--- src/rtl/time_event_pkg.sv ---
// Package with register offsets, field positions, reset values and widths for the pin event block.
// Assumes a 32-bit register port with byte addresses on the system clock.
package time_event_pkg;
    localparam int ADDR_W = 12;
    localparam logic [11:0] OFS_UNIT_INDEX = 12'h520;
    localparam logic [11:0] OFS_IRQ_STATUS = 12'h528;
    localparam logic [11:0] OFS_CTRL_STATUS = 12'h52c;
    localparam logic [11:0] OFS_UNIT_TRIGGER = 12'h540;
    localparam logic [11:0] OFS_UNIT_CONFIG = 12'h544;
    localparam int PULSE_UNITS = 3;
    localparam int CAPTURE_UNITS = 2;
    localparam int PULSE_FLAG_LSB = 16;
    localparam int CAPTURE_FLAG_LSB = 0;
    localparam int BIT_CAP_ARM = 1;
    localparam int BIT_SOFT_CLEAR = 2;
    localparam int BIT_PULSE_ARM = 3;
    localparam int BIT_PULSE_ACTIVE = 4;
    localparam int BIT_CAP_IRQ_EN = 5;
    localparam int BIT_DIRECTION = 6;
    localparam int BIT_PIN_LEVEL = 7;
    localparam int BIT_OUT_SRC = 8;
    localparam int BIT_CAP_SELECT = 8;
    localparam int BIT_NOTIFY = 0;
    localparam int BIT_LEVEL = 1;
    localparam int CAP_COUNT_W = 4;
    localparam logic [1:0] PULSE_SEL_RESERVED = 2'h3;
    localparam logic [31:0] REG_RESET = 32'h0000_0000;
endpackage

--- src/rtl/pulse_unit_if.sv ---
// Interface carrying one pulse unit's controls and status between the register file and unit.
// Assumes all signals sample on the system clock.
interface pulse_unit_if;
    logic arm_set;
    logic arm_clear;
    logic soft_clear;
    logic notify;
    logic level;
    logic fire;
    logic late;
    logic armed;
    logic active;
    logic done_evt;
    logic error_evt;
    logic out_level;
    modport ctrl (output arm_set, arm_clear, soft_clear, notify, level, fire, late,
        input armed, active, done_evt, error_evt, out_level);
    modport unit (input arm_set, arm_clear, soft_clear, notify, level, fire, late,
        output armed, active, done_evt, error_evt, out_level);
endinterface

--- src/rtl/pulse_unit.sv ---
// One pulse-output unit: arm, fire, late error and soft clear.
// Assumes the fire and late inputs come from the time comparator outside.
module pulse_unit
    import time_event_pkg::*;
(
    input wire logic clk_sys,
    input wire logic sys_rst,
    pulse_unit_if.unit pu
);
    logic armed_reg;
    logic err_reg;
    logic out_reg;
    logic done_reg;
    logic errevt_reg;

    wire logic fire_now = armed_reg && pu.fire && !pu.late;
    wire logic late_now = armed_reg && pu.late && !err_reg;

    always_ff @(posedge clk_sys) begin
        if (sys_rst || pu.soft_clear) begin
            armed_reg <= 1'b0;
            err_reg <= 1'b0;
            out_reg <= 1'b0;
            done_reg <= 1'b0;
            errevt_reg <= 1'b0;
        end else begin
            if (pu.arm_clear) begin
                armed_reg <= 1'b0;
                err_reg <= 1'b0;
            end else if (pu.arm_set) begin
                armed_reg <= 1'b1;
            end else if (fire_now) begin
                armed_reg <= 1'b0;
            end
            if (late_now && !pu.arm_clear) begin
                err_reg <= 1'b1;
            end
            if (fire_now) begin
                out_reg <= pu.level;
            end
            done_reg <= fire_now && pu.notify;
            errevt_reg <= late_now && pu.notify;
        end
    end

    assign pu.armed = armed_reg;
    assign pu.active = armed_reg && !err_reg;
    assign pu.done_evt = done_reg;
    assign pu.error_evt = errevt_reg;
    assign pu.out_level = out_reg;
endmodule

--- src/rtl/gpio_time_event_ctrl.sv ---
// Pin control and interrupt status for three pulse-output and two capture units.
// Assumes a one-cycle register port and a time comparator supplying fire and late strobes.
// Notes on behaviour
// Summary interrupt is OR of flags.
// Bits 18:16 pulse flags, write clears.
// Pulse flag raised only when reporting enabled.
// Bits 1:0 capture flags, write clears.
// Bit 5 enables selected capture interrupt.
// Bit 8 picks combinational or registered output.
// Bit 7 reads pin level.
// Bit 6 sets capture input or output.
// Bit 4 shows selected pulse unit active.
// Bit 3 arms pulse unit, self-clears.
// Software arms only head of chain.
// Bit 2 soft-clears selected pulse unit.
// Soft clear halts endless cascade chain.
// Writing arm one clears event counter.
// Writing arm zero clears valid, overflow.
// Index pointers select target unit.
// Pulse index 11 is reserved.
// Late error set; cleared by disarming.
// Reserved bits read zero, writes ignored.
module gpio_time_event_ctrl
    import time_event_pkg::*;
#(
    parameter int NUM_PULSE = PULSE_UNITS,
    parameter int NUM_CAPTURE = CAPTURE_UNITS
) (
    input wire logic clk_sys,
    input wire logic sys_rst,
    input wire logic [ADDR_W-1:0] reg_addr,
    input wire logic [31:0] reg_wdata,
    input wire logic reg_wr,
    input wire logic reg_rd,
    output logic [31:0] reg_rdata,
    input wire logic [NUM_PULSE-1:0] pulse_fire,
    input wire logic [NUM_PULSE-1:0] pulse_late,
    input wire logic [NUM_CAPTURE-1:0] capture_event,
    input wire logic pin_in,
    output logic pin_out,
    output logic pin_oe,
    output logic pin_event_irq
);
    logic [1:0] pulse_unit_select_reg;
    logic capture_unit_select_reg;
    logic out_src_reg;
    logic pin_direction_select_reg;
    logic [NUM_PULSE-1:0] notify_reg;
    logic [NUM_PULSE-1:0] level_reg;
    logic [NUM_PULSE-1:0] pulse_flag_reg;
    logic [NUM_CAPTURE-1:0] capture_flag_reg;
    logic [NUM_CAPTURE-1:0] capture_irq_enable_reg;
    logic [NUM_CAPTURE-1:0] capture_unit_arm_reg;
    logic [NUM_CAPTURE-1:0] capture_result_valid_reg;
    logic [NUM_CAPTURE-1:0] capture_count_overflow_reg;
    logic [CAP_COUNT_W-1:0] capture_event_count_reg [NUM_CAPTURE];
    logic [31:0] reg_rdata_reg;
    logic pin_out_reg;
    logic pin_oe_reg;
    logic irq_reg;
    logic pin_flop_reg;

    wire logic [NUM_PULSE-1:0] armed;
    wire logic [NUM_PULSE-1:0] active;
    wire logic [NUM_PULSE-1:0] done_evt;
    wire logic [NUM_PULSE-1:0] error_evt;
    wire logic [NUM_PULSE-1:0] out_level;

    wire logic wr_index = reg_wr && (reg_addr == OFS_UNIT_INDEX);
    wire logic wr_status = reg_wr && (reg_addr == OFS_IRQ_STATUS);
    wire logic wr_ctrl = reg_wr && (reg_addr == OFS_CTRL_STATUS);
    wire logic wr_cfg = reg_wr && (reg_addr == OFS_UNIT_CONFIG);
    wire logic pulse_sel_ok = (pulse_unit_select_reg != PULSE_SEL_RESERVED);

    // Pulse unit picked by the index, none when the index is reserved.
    function automatic logic pulse_hit(input logic [1:0] sel, input int idx);
        pulse_hit = (sel != PULSE_SEL_RESERVED) && (sel == idx[1:0]);
    endfunction

    genvar g;
    generate
        for (g = 0; g < NUM_PULSE; g++) begin : g_pulse
            pulse_unit_if pu ();
            wire logic hit = pulse_hit(pulse_unit_select_reg, g);
            assign pu.arm_set = wr_ctrl && hit && reg_wdata[BIT_PULSE_ARM];
            assign pu.arm_clear = wr_ctrl && hit && !reg_wdata[BIT_PULSE_ARM];
            assign pu.soft_clear = wr_ctrl && hit && reg_wdata[BIT_SOFT_CLEAR];
            assign pu.notify = notify_reg[g];
            assign pu.level = level_reg[g];
            assign pu.fire = pulse_fire[g];
            assign pu.late = pulse_late[g];
            assign armed[g] = pu.armed;
            assign active[g] = pu.active;
            assign done_evt[g] = pu.done_evt;
            assign error_evt[g] = pu.error_evt;
            assign out_level[g] = pu.out_level;
            pulse_unit u_unit (
                .clk_sys(clk_sys),
                .sys_rst(sys_rst),
                .pu(pu)
            );

            always_ff @(posedge clk_sys) begin
                if (sys_rst || pu.soft_clear) begin
                    notify_reg[g] <= 1'b0;
                    level_reg[g] <= 1'b0;
                end else if (wr_cfg && hit) begin
                    notify_reg[g] <= reg_wdata[BIT_NOTIFY];
                    level_reg[g] <= reg_wdata[BIT_LEVEL];
                end
            end

            // Set wins over a clear in the same cycle.
            always_ff @(posedge clk_sys) begin
                if (sys_rst) begin
                    pulse_flag_reg[g] <= 1'b0;
                end else if (done_evt[g] || error_evt[g]) begin
                    pulse_flag_reg[g] <= 1'b1;
                end else if (wr_status && reg_wdata[PULSE_FLAG_LSB + g]) begin
                    pulse_flag_reg[g] <= 1'b0;
                end
            end
        end

        for (g = 0; g < NUM_CAPTURE; g++) begin : g_cap
            wire logic hit = (capture_unit_select_reg == 1'(g));
            wire logic evt = capture_event[g] && capture_unit_arm_reg[g] &&
                pin_direction_select_reg;
            wire logic cnt_full = &capture_event_count_reg[g];

            always_ff @(posedge clk_sys) begin
                if (sys_rst) begin
                    capture_unit_arm_reg[g] <= 1'b0;
                    capture_irq_enable_reg[g] <= 1'b0;
                    capture_result_valid_reg[g] <= 1'b0;
                    capture_count_overflow_reg[g] <= 1'b0;
                    capture_event_count_reg[g] <= '0;
                end else if (wr_ctrl && hit) begin
                    capture_unit_arm_reg[g] <= reg_wdata[BIT_CAP_ARM];
                    capture_irq_enable_reg[g] <= reg_wdata[BIT_CAP_IRQ_EN];
                    if (reg_wdata[BIT_CAP_ARM]) begin
                        capture_event_count_reg[g] <= '0;
                    end else begin
                        capture_result_valid_reg[g] <= 1'b0;
                        capture_count_overflow_reg[g] <= 1'b0;
                    end
                end else if (evt) begin
                    capture_result_valid_reg[g] <= 1'b1;
                    if (cnt_full) begin
                        capture_count_overflow_reg[g] <= 1'b1;
                    end else begin
                        capture_event_count_reg[g] <= capture_event_count_reg[g] + 1'b1;
                    end
                end
            end

            always_ff @(posedge clk_sys) begin
                if (sys_rst) begin
                    capture_flag_reg[g] <= 1'b0;
                end else if (evt && capture_irq_enable_reg[g]) begin
                    capture_flag_reg[g] <= 1'b1;
                end else if (wr_status && reg_wdata[CAPTURE_FLAG_LSB + g]) begin
                    capture_flag_reg[g] <= 1'b0;
                end
            end
        end
    endgenerate

    always_ff @(posedge clk_sys) begin
        if (sys_rst) begin
            pulse_unit_select_reg <= 2'h0;
            capture_unit_select_reg <= 1'b0;
        end else if (wr_index) begin
            pulse_unit_select_reg <= reg_wdata[1:0];
            capture_unit_select_reg <= reg_wdata[BIT_CAP_SELECT];
        end
    end

    always_ff @(posedge clk_sys) begin
        if (sys_rst) begin
            out_src_reg <= 1'b0;
            pin_direction_select_reg <= 1'b0;
        end else if (wr_ctrl) begin
            out_src_reg <= reg_wdata[BIT_OUT_SRC];
            pin_direction_select_reg <= reg_wdata[BIT_DIRECTION];
        end
    end

    wire logic [1:0] psel = pulse_unit_select_reg;
    wire logic sel_armed = pulse_sel_ok && armed[psel];
    wire logic sel_active = pulse_sel_ok && active[psel];
    wire logic pulse_comb = |(out_level & armed) | (|(out_level));
    wire logic pin_drive = out_src_reg ? pulse_comb : pin_flop_reg;

    wire logic [31:0] rd_status = {13'h0, pulse_flag_reg, 14'h0, capture_flag_reg};
    wire logic [31:0] rd_ctrl = {23'h0, out_src_reg, pin_in, pin_direction_select_reg,
        capture_irq_enable_reg[capture_unit_select_reg], sel_active, sel_armed, 1'b0,
        capture_unit_arm_reg[capture_unit_select_reg], 1'b0};
    wire logic [31:0] rd_index = {23'h0, capture_unit_select_reg, 6'h0, pulse_unit_select_reg};
    // Bits 7:2 show the selected capture unit's count, overflow and valid state.
    wire logic [31:0] rd_cfg = {24'h0, capture_event_count_reg[capture_unit_select_reg],
        capture_count_overflow_reg[capture_unit_select_reg],
        capture_result_valid_reg[capture_unit_select_reg], level_reg[psel] && pulse_sel_ok,
        notify_reg[psel] && pulse_sel_ok};
    wire logic [31:0] rd_mux = (reg_addr == OFS_IRQ_STATUS) ? rd_status :
        (reg_addr == OFS_CTRL_STATUS) ? rd_ctrl :
        (reg_addr == OFS_UNIT_INDEX) ? rd_index :
        (reg_addr == OFS_UNIT_CONFIG) ? rd_cfg : REG_RESET;

    always_ff @(posedge clk_sys) begin
        if (sys_rst) begin
            reg_rdata_reg <= REG_RESET;
            pin_flop_reg <= 1'b0;
            pin_out_reg <= 1'b0;
            pin_oe_reg <= 1'b0;
            irq_reg <= 1'b0;
        end else begin
            reg_rdata_reg <= reg_rd ? rd_mux : REG_RESET;
            pin_flop_reg <= pulse_comb;
            pin_out_reg <= pin_drive;
            pin_oe_reg <= !pin_direction_select_reg;
            irq_reg <= |pulse_flag_reg | (|capture_flag_reg);
        end
    end

    assign reg_rdata = reg_rdata_reg;
    assign pin_out = pin_out_reg;
    assign pin_oe = pin_oe_reg;
    assign pin_event_irq = irq_reg;
endmodule

--- config.mk ---
export PLATFORM = sky130hd
export DESIGN_NAME = gpio_time_event_ctrl
export DESIGN_NICKNAME = d
export VERILOG_FILES = /design/src/rtl/time_event_pkg.sv /design/src/rtl/pulse_unit_if.sv /design/src/rtl/pulse_unit.sv /design/src/rtl/gpio_time_event_ctrl.sv
export SDC_FILE = /design/constraint.sdc
export NUM_CORES = 1
export LEC_CHECK = 0
export BUFFER_PORTS_ARGS = -buffer_cell sky130_fd_sc_hd__buf_2
export CAP_MARGIN = 20
export CORE_MARGIN = 2
export CORE_UTILIZATION = 52
export DETAILED_ROUTE_END_ITERATION = 8
export PLACE_DENSITY = 0.8
export SLEW_MARGIN = 30
export SYNTH_ARGS = -nofsm -noshare
export SYNTH_HDL_FRONTEND = slang
export SYNTH_SLANG_ARGS = --single-unit
--- constraint.sdc ---
create_clock -name clk_sys -period 1.8 [get_ports clk_sys]
set_clock_uncertainty 0.05 [all_clocks]
set_input_delay 0.09 -clock clk_sys [delete_from_list [all_inputs] [get_ports clk_sys]]
set_output_delay 0.09 -clock clk_sys [all_outputs]
set_load 0.02 [all_outputs]
==> key figures <==
Die
  – Starting Density: 0.535
  – Boundary Pins: 92
  – Die area: 6650 um2
  – DIE WIDTH: 81.6 um
  – Core footprint: 5850 um2
  – Die Ht: 81.6 um
  – Row count: 28

STA
  – Final Hold Fails: 0
  – RSZ-0062 raised after global routing: false
  – Worst slew pin tran: 0.579 ns
  – Final worst path period share: 0.921
  – FMAX: 603 MHz
  – Slew HR: 0.611
  – Tmin final: 1.66 ns
  – Slew Limit Fails: 0
  – Setup TNS: 0 ns
  – Setup Viol. Count Final: 0

Detailed routing
  – Post-DRT Antenna Nets: 0
  – DR pass1 iterations: 5
  – WL final: 7.81 mm
  – DRC viols: 0
  – Initial DRC count: 206
  – Vias/cell: 5.68
  – WL/cell: 16.0 um
  – Vias: 2,772

Yosys
  – Area leader, netlist: dfxtp_1
  – Synth Instances: 335
  – Top cells by area, synth: dfxtp_1 (36%), edfxtp_1 (7.7%), buf_4 (5.0%)
  – Sequential share of the synthesized area: 0.435
  – Synth Cell Area: 3130 um2
  – Count leader, synth: dfxtp_1
  – YS warnings: 0
  – #FFs+latches synth: 64
  – Synth cell count leaders: dfxtp_1 (56), nor2_1 (29), nand2_1 (28)
  – Synth Area per Inst: 9.34 um2
  – Post-synth EDFFs: 8
  – Asr flop ratio synth: 0
  – Synth cell types: 56
  – Synth Flop Type: dfxtp_1
  – Area share of the largest cell type after synthesis: 0.358

Clocking
  – # Post-CTS Setup Buffers: 0
  – CTS tree: yes
  – H-Tree Depth: 3
  – Clk slew on worst S/H paths: 0.07 ns
  – Clock latency on the worst-skew pair: 0.35 ns
  – Max Root-Sink Buffers: 2
  – Clk sink count: 64
  – Num CTS Buffers: 9
  – Root Buffer: clkbuf_8

Outcome
  – Outcome: finished clean

Power
  – Pint: 2.48 mW
  – Leak: 1.52 nW
  – Switching Fraction: 0.222
  – Sw power: 0.709 mW
  – Power Density: 840 nW/um2
  – Combinational share of power: 0.061
  – Clock group share of total power: 0.482
  – Share of power burned in registers: 0.457
  – Tot Pwr: 3.19 mW
  – IR drop worst, VDD: 0.000514 V

Setup path
  – CP max FO: 4
  – Worst-case reg-to-reg path depth: 4
  – R2R Setup Slk: 0.14 ns
  – R2R Path Start: capture_event_count_reg[1][0]
  – Critical path's slowest cell: edfxtp_1
  – Crit path buffers/inverters: 0
  – Reg2reg end: capture_event_count_reg[1][2]
  – WP data required: 1.76 ns
  – Cell Chain, Critical Path: ha_1 -> nand3_1 -> nand2_1 -> o211ai_1
  – Setup CP Type: flip-flop to flip-flop
  – Delay-heaviest family, CP: flip-flops
  – Worst setup EP type: flip-flop
  – Startpoint Class: flip-flop
  – Worst Path Arrival: 1.61 ns
  – Max incr delay on CP: 0.45 ns

Cells and area
  – Fillcell total: 487
  – Area taken by multi-input logic gates: 1600 um2
  – Share of layout cells above drive strength 1: 0.245
  – # diodes: 0
  – Largest register FFs: 12
  – Nets: 467
  – Synth-to-Final Area Change: 21.6%
  – Register area: 1360 um2
  – Final core occ: 0.650

Hold path
  – Hold WC Path Type: input port to flip-flop
  – Hold wc startpoint: pulse_late[0]
  – Worst min-delay path endpoint: g_pulse[0].u_unit.pu.error_evt
  – Hold Path Depth: 2

GRT
  – Number of global-route vias before repair: 2,548
  – Initial antenna violation count: 0
  – Largest net degree at the start of global routing: 22
  – Grt ovf: 0
  – Global Route Usage Sum: 0.244
  – Global-route wire length before repair: 12.1 mm

Placed design
  – Gpl congestion: 0.882
  – Port bufs: 49
  – Detailed Place HPWL: 5.59 mm

Flow run
  – Max Cap Viol: 0
area by class of cell:
cell class,instances,share of cell area
multi-input combinational,250,0.421
sequential,64,0.358
timing repair buffer,76,0.124
clock buffer,10,0.0362
clock inverter,6,0.0296
tap,75,0.0247
inverter,7,0.00691
what timing repair did:
item,CTS,global route
hold buffers,9,0
resized for setup,0,0
hold endpoints to repair,12,0
logic make-up after synthesis:
family	count (synthesis)	synth area share
adders and majority gates	2	0.00800
xor gates and xnor gates	4	0.0112
and+or+nand+nor	143	0.271
other	1	0.00120
DFF	64	0.435
buffers and inverters	40	0.0760
AOI/OAI and AO/OA	63	0.137
muxes	18	0.0604
placed cells by master (no fill, tap or decap), types with 3 or more instances in the layout:
master / n
a211oi_1: 8
a21oi_1: 14
a22oi_1: 5
a311oi_1: 5
and2_1: 4
and3_1: 7
and4_1: 5
buf_2: 49
buf_4: 18
bufinv_16: 3
clkbuf_8: 10
conb_1: 20
dfxtp_1: 56
dlygate4sd3_1: 9
edfxtp_1: 8
inv_1: 7
mux2_2: 7
mux2i_1: 11
nand2_1: 28
nand2b_1: 5
nand3_1: 15
nor2_1: 29
nor2b_1: 10
nor3_1: 14
o21ai_1: 7
o22ai_1: 9
o32ai_1: 5
or4b_4: 4
power by group through the flow:
stage	Combinational, mW	Clock [mW]	Sequential [mW]
after floorplan	0.137	0	1.49
after detailed placement	0.176	0	1.49
after global placement	0.174	0	1.49
after global routing	0.211	1.60	1.46
final	0.195	1.54	1.46
after CTS	0.193	1.55	1.46
metrics by stage:
stage / cell area (um2) / setup slack [ns] / instances / hold WS [ns]
2_1_floorplan: 3200 / 0.159 / 354 / 0.150
3_3_place_gp: 3460 / 0.127 / 463 / 0.238
3_5_place_dp: 3460 / 0.0290 / 463 / 0.247
4_1_cts: 3800 / 0.141 / 488 / 0.00000441
5_1_grt: 3800 / 0.0423 / 488 / 0.00954
6_report: 3800 / 0.141 / 488 / 0.00675
worst max path at each step:
| stage | to | cells past startpoint | start | slack [ns] |
|---|---|---|---|---|
| after detailed placement | capture_event_count_reg[1][0] | 5 | reg_addr[6] | 0.03 |
| after global placement | capture_event_count_reg[1][0] | 5 | reg_addr[6] | 0.13 |
| after global routing | capture_event_count_reg[1][2] | 4 | capture_event_count_reg[1][0] | 0.04 |
| after floorplan | capture_event_count_reg[1][0] | 5 | reg_addr[6] | 0.16 |
| final | capture_event_count_reg[1][2] | 4 | capture_event_count_reg[1][0] | 0.14 |
| after CTS | capture_event_count_reg[1][2] | 4 | capture_event_count_reg[1][0] | 0.14 |
layer usage:
metal	routed length [um]	GRT usage	up-vias
met5	0	0	-
met4	225	0.132	0
met3	535	0.0374	19
met2	3720	0.408	134
met1	3330	0.303	1276
li1	-	-	1343
(Power assumes the default switching activity.)
